--- config.mk ---
export PLATFORM = sky130hd
export DESIGN_NAME = wwdt_top
export DESIGN_NICKNAME = d
export VERILOG_FILES = /design/src/wwdt_pkg.sv /design/src/wwdt_top.sv
export SDC_FILE = /design/constraint.sdc
export NUM_CORES = 1
export LEC_CHECK = 0
export ABC_CLOCK_PERIOD_IN_PS = 4500
export CELL_PAD_IN_SITES_DETAIL_PLACEMENT = 1
export CELL_PAD_IN_SITES_GLOBAL_PLACEMENT = 1
export CORE_MARGIN = 2
export CORE_UTILIZATION = 50
export DETAILED_ROUTE_END_ITERATION = 6
export DONT_BUFFER_PORTS = 1
export GPL_ROUTABILITY_DRIVEN = 0
export PLACE_DENSITY_LB_ADDON = 0.1
export SYNTH_ARGS = -nofsm -noshare
export SYNTH_HDL_FRONTEND = slang
export SYNTH_SLANG_ARGS = --single-unit
--- constraint.sdc ---
create_clock -name clock -period 4.5 [get_ports clock]
set_input_delay 1.125 -clock clock [delete_from_list [all_inputs] [get_ports clock]]
set_output_delay 1.125 -clock clock [all_outputs]
set_load 0.01 [all_outputs]
--- src/wwdt_pkg.sv ---
package wwdt_pkg;
   // ****************************************
   // counter and prescaler
   // ****************************************
   localparam int WWDT_CNT_W = 12;
   localparam int WWDT_PRESC_DIV = 128;
   localparam int WWDT_PRESC_W = 7;
   localparam logic [6:0] WWDT_PRESC_LAST = 7'(WWDT_PRESC_DIV - 1);
   localparam logic [6:0] WWDT_PRESC_RST = 7'h00;
   localparam logic [11:0] WWDT_RELOAD_RST = 12'hFFF;
   localparam logic [11:0] WWDT_WINDOW_RST = 12'hFFF;
   localparam logic [11:0] WWDT_CNT_ZERO = 12'h000;

   // ****************************************
   // register map (byte addresses)
   // ****************************************
   localparam logic [7:0] WWDT_OFS_MODE = 8'h00;
   localparam logic [7:0] WWDT_OFS_CTRL = 8'h04;
   localparam logic [7:0] WWDT_OFS_FLAG = 8'h08;
   localparam logic [7:0] WWDT_OFS_CLR = 8'h0C;
   localparam logic [7:0] WWDT_OFS_IEN = 8'h10;
   localparam logic [7:0] WWDT_OFS_CNT = 8'h14;

   // control word: key in the top byte, restart in bit 0
   localparam int WWDT_KEY_LSB = 24;
   localparam int WWDT_RESTART_BIT = 0;
   // key value is arbitrary
   localparam logic [7:0] WWDT_KEY = 8'hA5;

   localparam int WWDT_MODE_W = 29;
   localparam int WWDT_FLAG_W = 2;
   localparam logic [1:0] WWDT_FLAGS_RST = 2'h0;
   localparam logic [1:0] WWDT_IEN_RST = 2'h0;

   // ****************************************
   // carriers
   // ****************************************
   typedef struct packed {
      logic idle_halt;
      logic debug_halt;
      logic [11:0] restart_window_limit;
      logic disable_bit;
      logic fault_reset_enable;
      logic fault_interrupt_enable;
      logic [11:0] timeout_reload_value;
   } wwdt_mode_t;

   localparam wwdt_mode_t WWDT_MODE_RST = '{
      idle_halt: 1'b0, debug_halt: 1'b0, restart_window_limit: WWDT_WINDOW_RST,
      disable_bit: 1'b0, fault_reset_enable: 1'b1, fault_interrupt_enable: 1'b0,
      timeout_reload_value: WWDT_RELOAD_RST};

   typedef struct packed {
      logic restart_error_flag;
      logic underflow_flag;
   } wwdt_flags_t;

   typedef struct packed {
      logic wr;
      logic rd;
      logic [7:0] addr;
      logic [31:0] wdata;
   } wwdt_bus_req_t;
endpackage

--- src/wwdt_top.sv ---
`timescale 1ns/1ps
// How it works
// - twelve-bit down counter loaded from reload value
// - counter steps once per 128 slow clocks
// - reset gives reload FFF, fault reset enabled
// - disable bit stops the counter
// - mode setting accepts only first write
// - mode write reloads and restarts counter
// - valid restart reloads counter and clears prescaler
// - control write without key does nothing
// - underflow sets flag, fault if enabled
// - restart outside window flags error, asserts fault
// - window at or above reload disables check
// - flags interrupt only with interrupt enable set
// - watchdog reset clears both flags
// - flag read or reset clears flags, fault
// - idle or debug halts counter when selected
module wwdt_top
   import wwdt_pkg::*;
(
   input wire logic clock,
   input wire logic nrst,
   input wwdt_bus_req_t bus_req,
   output logic [31:0] rdata_q,
   input wire logic slow_clk,
   input wire logic cpu_idle,
   input wire logic cpu_debug,
   output logic fault_q,
   output logic irq_q
);

   // ****************************************
   // helpers
   // ****************************************
   function automatic logic key_ok(input logic [31:0] w);
      return w[WWDT_KEY_LSB +: 8] == WWDT_KEY;
   endfunction

   // a restart is an error only strictly between window limit and reload
   function automatic logic out_of_window(input logic [11:0] c, input wwdt_mode_t m);
      return (c > m.restart_window_limit) && (c < m.timeout_reload_value);
   endfunction

   function automatic logic hit(input wwdt_bus_req_t r, input logic [7:0] ofs);
      return r.addr == ofs;
   endfunction

   // ****************************************
   // state
   // ****************************************
   wwdt_mode_t mode_q;
   logic mode_locked_q;
   logic [11:0] cnt_q;
   logic [6:0] presc_q;
   logic slow_q;
   wwdt_flags_t flags_q;
   logic [1:0] ien_q;

   logic mode_wr;
   logic ctrl_wr;
   logic restart_req;
   logic win_err;
   logic reload;
   logic run;
   logic slow_rise;
   logic tick;
   logic unf_ev;
   logic flag_rd;
   logic [1:0] clr_bits;
   wwdt_mode_t new_mode;

   assign new_mode = wwdt_mode_t'(bus_req.wdata[WWDT_MODE_W-1:0]);
   assign mode_wr = bus_req.wr && hit(bus_req, WWDT_OFS_MODE) && !mode_locked_q;
   assign ctrl_wr = bus_req.wr && hit(bus_req, WWDT_OFS_CTRL);
   assign restart_req = ctrl_wr && key_ok(bus_req.wdata)
      && bus_req.wdata[WWDT_RESTART_BIT];
   // checked even while disabled; a wide window never errors
   assign win_err = restart_req && out_of_window(cnt_q, mode_q);
   assign reload = mode_wr || (restart_req && !win_err);
   assign run = !mode_q.disable_bit
      && !(cpu_idle && mode_q.idle_halt)
      && !(cpu_debug && mode_q.debug_halt);
   assign slow_rise = slow_clk && !slow_q;
   assign tick = run && slow_rise && (presc_q == WWDT_PRESC_LAST);
   assign unf_ev = tick && (cnt_q == WWDT_CNT_ZERO);
   assign flag_rd = bus_req.rd && hit(bus_req, WWDT_OFS_FLAG);
   assign clr_bits = (bus_req.wr && hit(bus_req, WWDT_OFS_CLR)) ?
      bus_req.wdata[WWDT_FLAG_W-1:0] : 2'h0;

   // ****************************************
   // mode setting, write once
   // ****************************************
   always_ff @(posedge clock) begin
      if (!nrst) begin
         mode_q <= WWDT_MODE_RST;
         mode_locked_q <= 1'b0;
      end else if (mode_wr) begin
         mode_q <= new_mode;
         mode_locked_q <= 1'b1;
      end
   end

   // ****************************************
   // slow clock prescaler
   // ****************************************
   // slow_clk is taken as synchronous to clock, so only an edge detect is needed
   always_ff @(posedge clock) begin
      if (!nrst) begin
         slow_q <= 1'b0;
      end else begin
         slow_q <= slow_clk;
      end
   end

   always_ff @(posedge clock) begin
      if (!nrst) begin
         presc_q <= WWDT_PRESC_RST;
      end else if (reload) begin
         presc_q <= WWDT_PRESC_RST;
      end else if (run && slow_rise) begin
         presc_q <= 7'(presc_q + 7'h01);
      end
   end

   // ****************************************
   // down counter
   // ****************************************
   always_ff @(posedge clock) begin
      if (!nrst) begin
         cnt_q <= WWDT_RELOAD_RST;
      end else if (mode_wr) begin
         cnt_q <= new_mode.timeout_reload_value;
      end else if (reload) begin
         cnt_q <= mode_q.timeout_reload_value;
      end else if (tick) begin
         // keeps running after underflow so a disabled fault still repeats the flag
         cnt_q <= (cnt_q == WWDT_CNT_ZERO) ? mode_q.timeout_reload_value
            : 12'(cnt_q - 12'h001);
      end
   end

   // ****************************************
   // flags, fault and interrupt
   // ****************************************
   // a new event wins over a read or a clear in the same cycle
   always_ff @(posedge clock) begin
      if (!nrst) begin
         flags_q <= WWDT_FLAGS_RST;
      end else begin
         flags_q.underflow_flag <= unf_ev
            || (flags_q.underflow_flag && !flag_rd && !clr_bits[0]);
         flags_q.restart_error_flag <= win_err
            || (flags_q.restart_error_flag && !flag_rd && !clr_bits[1]);
      end
   end

   always_ff @(posedge clock) begin
      if (!nrst) begin
         fault_q <= 1'b0;
      end else begin
         fault_q <= (unf_ev && mode_q.fault_reset_enable) || win_err
            || (fault_q && !flag_rd);
      end
   end

   always_ff @(posedge clock) begin
      if (!nrst) begin
         ien_q <= WWDT_IEN_RST;
      end else if (bus_req.wr && hit(bus_req, WWDT_OFS_IEN)) begin
         ien_q <= bus_req.wdata[WWDT_FLAG_W-1:0];
      end
   end

   // one cycle behind the flags, which keeps the output a plain flop
   always_ff @(posedge clock) begin
      if (!nrst) begin
         irq_q <= 1'b0;
      end else begin
         irq_q <= mode_q.fault_interrupt_enable && |(flags_q & ien_q);
      end
   end

   // ****************************************
   // read port
   // ****************************************
   always_ff @(posedge clock) begin
      if (!nrst) begin
         rdata_q <= 32'h0000_0000;
      end else if (bus_req.rd) begin
         unique case (bus_req.addr)
            WWDT_OFS_MODE: rdata_q <= {3'h0, mode_q};
            WWDT_OFS_FLAG: rdata_q <= {30'h0, flags_q};
            WWDT_OFS_IEN: rdata_q <= {30'h0, ien_q};
            WWDT_OFS_CNT: rdata_q <= {20'h0, cnt_q};
            default: rdata_q <= 32'h0000_0000;
         endcase
      end else begin
         rdata_q <= 32'h0000_0000;
      end
   end
endmodule // wwdt_top

* Word level (Yosys, flattened, before mapping)
Index checks and enable logic that the tools add are counted.
** Word-level totals
- Logic and storage cells :: 82
- Flip-flop bits (word level) :: 88
- Input bits :: 47
- Output and inout port bits :: 34
** Cells by class
- Add/sub/neg operators :: 2
- Magnitude comparators :: 2
- Reductions and logical operators :: 46
- Mux-type cells :: 6
- Eq/ne operators :: 7
- Bitwise operators :: 2
** Operators with widths (count)
- $pmux W29 S4 :: 1
- $mux W12 :: 4
- $logic_and A1 B1 Y1 :: 26
- $eq A8 B4 Y1 const B :: 2
- $eq A8 B5 Y1 const B :: 2
- $gt A12 B12 Y1 :: 1
- $logic_not A12 Y1 :: 1
- $lt A12 B12 Y1 :: 1
- $sub A12 B1 Y12 const B :: 1
- $logic_not A1 Y1 :: 9
- $eq A8 B3 Y1 const B :: 1
- $eq A8 B8 Y1 const B :: 1
- $logic_not A8 Y1 :: 1
- $add A7 B1 Y7 const B :: 1
- $eq A7 B7 Y1 const B :: 1
- $logic_or A1 B1 Y1 :: 5
- $reduce_or A2 Y1 :: 2
- $reduce_bool A3 Y1 :: 1
- $and A2 B2 Y2 :: 1
- $mux W2 :: 1
- $reduce_and A2 Y1 :: 1
- $not A1 Y1 :: 1

* Depth between registers and ports, before layout
- Depth in word-level cells :: 10
- Mapped depth :: 12
- Depth with buffers taken out :: 10

* Worst setup path before layout
Ideal clock, no wire load.
- Path type :: input to register
- From :: in bus_req[37] (netlist bit)
- To :: reg cnt_q[10]
- Arrival :: 2.838 ns
- Stages :: 8
- Setup slack :: 1.543 ns
- Buffers on the path :: 1
- Required time :: 4.381 ns
- Library setup time :: 0.119 ns
- Path through :: or4_4 > nor3_4 > nand2b_4 > or3_4 > clkbuf_8 > and3_4 > a21oi_1 > o21ai_1
** On the way
- Cells in the longest elaborated chain, start to end :: 10
- Elaborated cells between the ends (all ways) :: 14
- Those cells by class :: eq/ne (1); mux (2); reduce/logical (11)
** Ends and longest elaborated chain
- start: declaration :: RTL line wwdt_top.sv:23 : input wwdt_bus_req_t bus_req,
- $eq A8 B3 Y1 :: RTL line wwdt_top.sv:45 : return r.addr == ofs;
- $logic_and A1 B1 Y1 :: RTL line wwdt_top.sv:74 : assign ctrl_wr = bus_req.wr && hit(bus_req, WWDT_OFS_CTRL);
- $logic_and A1 B1 Y1 :: RTL line wwdt_top.sv:75 : assign restart_req = ctrl_wr && key_ok(bus_req.wdata)
- $logic_and A1 B1 Y1 :: RTL line wwdt_top.sv:76 : && bus_req.wdata[WWDT_RESTART_BIT];
- $logic_and A1 B1 Y1 :: RTL line wwdt_top.sv:78 : assign win_err = restart_req && out_of_window(cnt_q, mode_q);
- $logic_not A1 Y1 :: RTL line wwdt_top.sv:79 : assign reload = mode_wr || (restart_req && !win_err);
- $logic_and A1 B1 Y1 :: RTL line wwdt_top.sv:79
- $logic_or A1 B1 Y1 :: RTL line wwdt_top.sv:79
- $mux W12 :: RTL line wwdt_top.sv:133 : end else if (reload) begin
- $mux W12 :: RTL line wwdt_top.sv:131 : end else if (mode_wr) begin
- end signal: assignment :: RTL line wwdt_top.sv:132 : cnt_q <= new_mode.timeout_reload_value;
- end signal: assignment :: RTL line wwdt_top.sv:134 : cnt_q <= mode_q.timeout_reload_value;
- end signal: assignment :: RTL line wwdt_top.sv:137 : cnt_q <= (cnt_q == WWDT_CNT_ZERO) ? mode_q.timeout_reload_value
- end: declaration :: RTL line wwdt_top.sv:53 : logic [11:0] cnt_q;
Several ways; a longest one is shown, not always the timed one.
A chain may end at the register's enable or synchronous reset.

* Worst setup path after layout
- From :: reg cnt_q[1]
- To :: reg cnt_q[3]
** On the way
- Cells in the longest elaborated chain, start to end :: 8
- Elaborated cells between the ends (all ways) :: 14
- Those cells by class :: add/sub (1); order compare (2); mux (4); reduce/logical (7)
** Ends and longest elaborated chain
- $gt A12 B12 Y1 / $lt A12 B12 Y1 (equally long branches) :: RTL line wwdt_top.sv:41 : return (c > m.restart_window_limit) && (c < m.timeout_reload_value);
- $logic_and A1 B1 Y1 :: RTL line wwdt_top.sv:41
- $logic_and A1 B1 Y1 :: RTL line wwdt_top.sv:78
- $logic_not A1 Y1 :: RTL line wwdt_top.sv:79
- $logic_and A1 B1 Y1 :: RTL line wwdt_top.sv:79
- $logic_or A1 B1 Y1 :: RTL line wwdt_top.sv:79
- $mux W12 :: RTL line wwdt_top.sv:133
- $mux W12 :: RTL line wwdt_top.sv:131
Several ways; a longest one is shown, not always the timed one. The select of a mux whose other input is x is not followed.

==> reports/qor.yml <==
finish:
  instances_no_fill: 573
  drive_above_1_share: 0.0812
  fin_nets: 536
  final_core_util: 0.543
  most-common-layout-cells: "dfxtp_1 (85), nand2_1 (55), nor2_1 (49)"
  syn_to_final_growth_pct: 5.57
  layout_commonest_cell: "dfxtp_1"
  fill_cells: 949
  antennaDiodeCount: 0
floorplanning:
  initial_core_util: 0.514
  core_sq_um: 8180
  rows: 33
  die_height_um: 95.7
  dieArea_sq_um: 9150
  die_w_um: 95.7
  io_pins: 81
drt:
  vias_per_cell: 5.91
  routed_wl_um: 11100
  drt-initial-drc-count: 108
  route.vias.total: 3388
  first_pass_iters: 4
  drc: 0
  ant_nets: 0
  wl_per_cell_um: 19.4
global_route:
  grt_max_degree: 52
  grt_pass1_wl_um: 18000
  gr-total-overflow: 0
  antenna_found_initial: 0
  track_usage: 0.259
  grt_pass1_vias: 3546
sta:
  max_slew_margin: 0.251
  fmax_mhz: 325
  period_share: 0.684
  fin_crit_ns: 3.08
  worst_clock_skew_ns: 0.00779
  setup_slack_ns: 1.42
  rsz0062_at_grt: "false"
  worst-slew-pin-transition_ns: 1.12
  worst_hold_slack_ns: 0.462
  tns_ns: 0
  slew_violations: 0
  hold_viol: 0
  finalSetupViolations: 0
clocking:
  clkLatencyLatePin_ns: 0.36
  cts_made_buffers: 9
  root_buffer: "clkbuf_8"
  clock-sinks: 85
  clk_pin_slew_worst_paths_ns: 0.09
  post_cts_buffers: 0
  cts_buffer_depth: 2
  hold_buffers: 0
  cts_tree: "built"
  htree_levels: 3
  cts_resized: 0
synth:
  synth_cell_types: 63
  ys.flop_type: "dfxtp_1"
  synth_edf_count: 0
  syn_avg_cell_area_sq_um: 8.87
  synthCells: 474
  syn-cell-area_sq_um: 4200
  yosysSeqAreaShare: 0.405
  async_flop_share: 0
  ys_warn_count: 0
  postSynthRegisterBits: 85
worst_setup_path:
  worstPathArrival_ns: 3.37
  critPathMaxStageDelay_ns: 0.66
  critPathTopFamily: "compound AO/OA/AOI/OAI gates"
  crit_chain: "ha_1, nor2b_1, o211ai_1, a211oi_1, a2111oi_2, o21ai_2, and3_2, o311a_1, o21ai_0"
  startpoint_type: "register"
  cp.required_ns: 4.80
  crit_buf_inv: 0
  crit_path_end_kind: "register"
  path_max_fanout: 11
  slowest_stage: "a2111oi_2"
  criticalPathCategory: "reg -> reg"
pwr:
  leakage_uw: 0.00201
  vdd_ir_drop_max_uv: 175
  p_per_area_nw_per_um2: 319
job:
  drv_cap: 0
place:
  post-place-cells: 557
  hpwlAfterDp_um: 8170
  dp_slack_ns: 1.14
  io_buffer_count: 0
min_path:
  hp-class: "reg -> reg"
run_status:
  status: "finished clean"
## stage by stage
step	total power, uW	area (sq um)
finish	1420	4440
global route	1460	4440
CTS	1430	4440
detailed placement	803	4210
global placement	802	4210
floorplan	807	4210
## metal layers
layer	part of all wire	track usage	vias up	wire length [um]
li1	-	-	1634	-
met1	0.45	0.324	1677	5050
met2	0.49	0.445	61	5480
met3	0.036	0.0506	16	398
met4	0.018	0.0869	0	204
met5	0	0	-	0
## where the power goes
group          internal, uW  total [uW]  switching [uW]
registers               755         757            2.69
logic                  13.1        27.9            14.8
clock network           333         630             297
## flip-flops by register name, summed over array words and instances (netlist names)
signal	flops
fault_q	1
flags_q	2
irq_q	1
rdata_q	29
cnt_q	12
mode_q	29
slow_q	1
mode_locked_q	1
presc_q	7
ien_q	2
## cell families (layout without fill, tap and decap cells)
kind of cell             Yosys count  in the layout  share of synthesized area
flip-flops                        85             85                      0.405
AND/OR/NAND/NOR                  183            183                      0.233
other                              1              3                   0.000892
multiplexers                      10             10                     0.0238
AO/OA/AOI/OAI                    104            104                      0.177
XOR/XNOR                           9              9                     0.0188
buffers and inverters             56             48                     0.0646
adder cells (fa/ha/maj)           26             26                     0.0774
## Yosys cell counts, types with 4 or more instances
library cell / number / area, sq um
mux2i_1: 10 / 100
buf_2: 8 / 40.0
o21ai_0: 14 / 70.1
a22oi_1: 13 / 97.6
o211ai_1: 24 / 180
nor2_1: 49 / 184
xor2_1: 6 / 52.6
clkbuf_1: 12 / 45.0
nor2b_1: 6 / 37.5
nand3_1: 14 / 70.1
and2_1: 20 / 125
o21a_1: 4 / 30.0
nor3b_1: 4 / 30.0
a21oi_1: 14 / 70.1
dfxtp_1: 85 / 1700
a21boi_0: 6 / 45.0
o211a_1: 4 / 40.0
ha_1: 26 / 325
buf_6: 4 / 45.0
inv_1: 28 / 105
nand2_1: 55 / 206
## worst min-delay path, stage by stage, from the launching register on
cell     delay (ns)
dfxtp_1        0.33
nand2_1        0.06
nor2_1         0.04
## area by class of cell
| cell class | count | area (sq um) | area share |
|---|---|---|---|
| clock buffers | 10 | 138 | 0.0310 |
| multi-input cells | 335 | 2240 | 0.504 |
| repair buffers | 4 | 30.0 | 0.00677 |
| inverters | 28 | 105 | 0.0237 |
| well taps | 105 | 131 | 0.0296 |
| flip-flops and latches | 85 | 1700 | 0.384 |
| clock inverters | 6 | 93.8 | 0.0212 |
## worst paths after layout
kind	start	endpoint	slack, ns	cells after the start
worst min-delay path	mode_q[12]	irq_q	0.46	2
worst max-delay path	cnt_q[1]	cnt_q[3]	1.42	9
worst max register to register	cnt_q[1]	cnt_q[3]	1.42	9
worst min register to register	mode_q[12]	irq_q	0.46	2
Note: power is estimated with default switching activity, not from simulation.
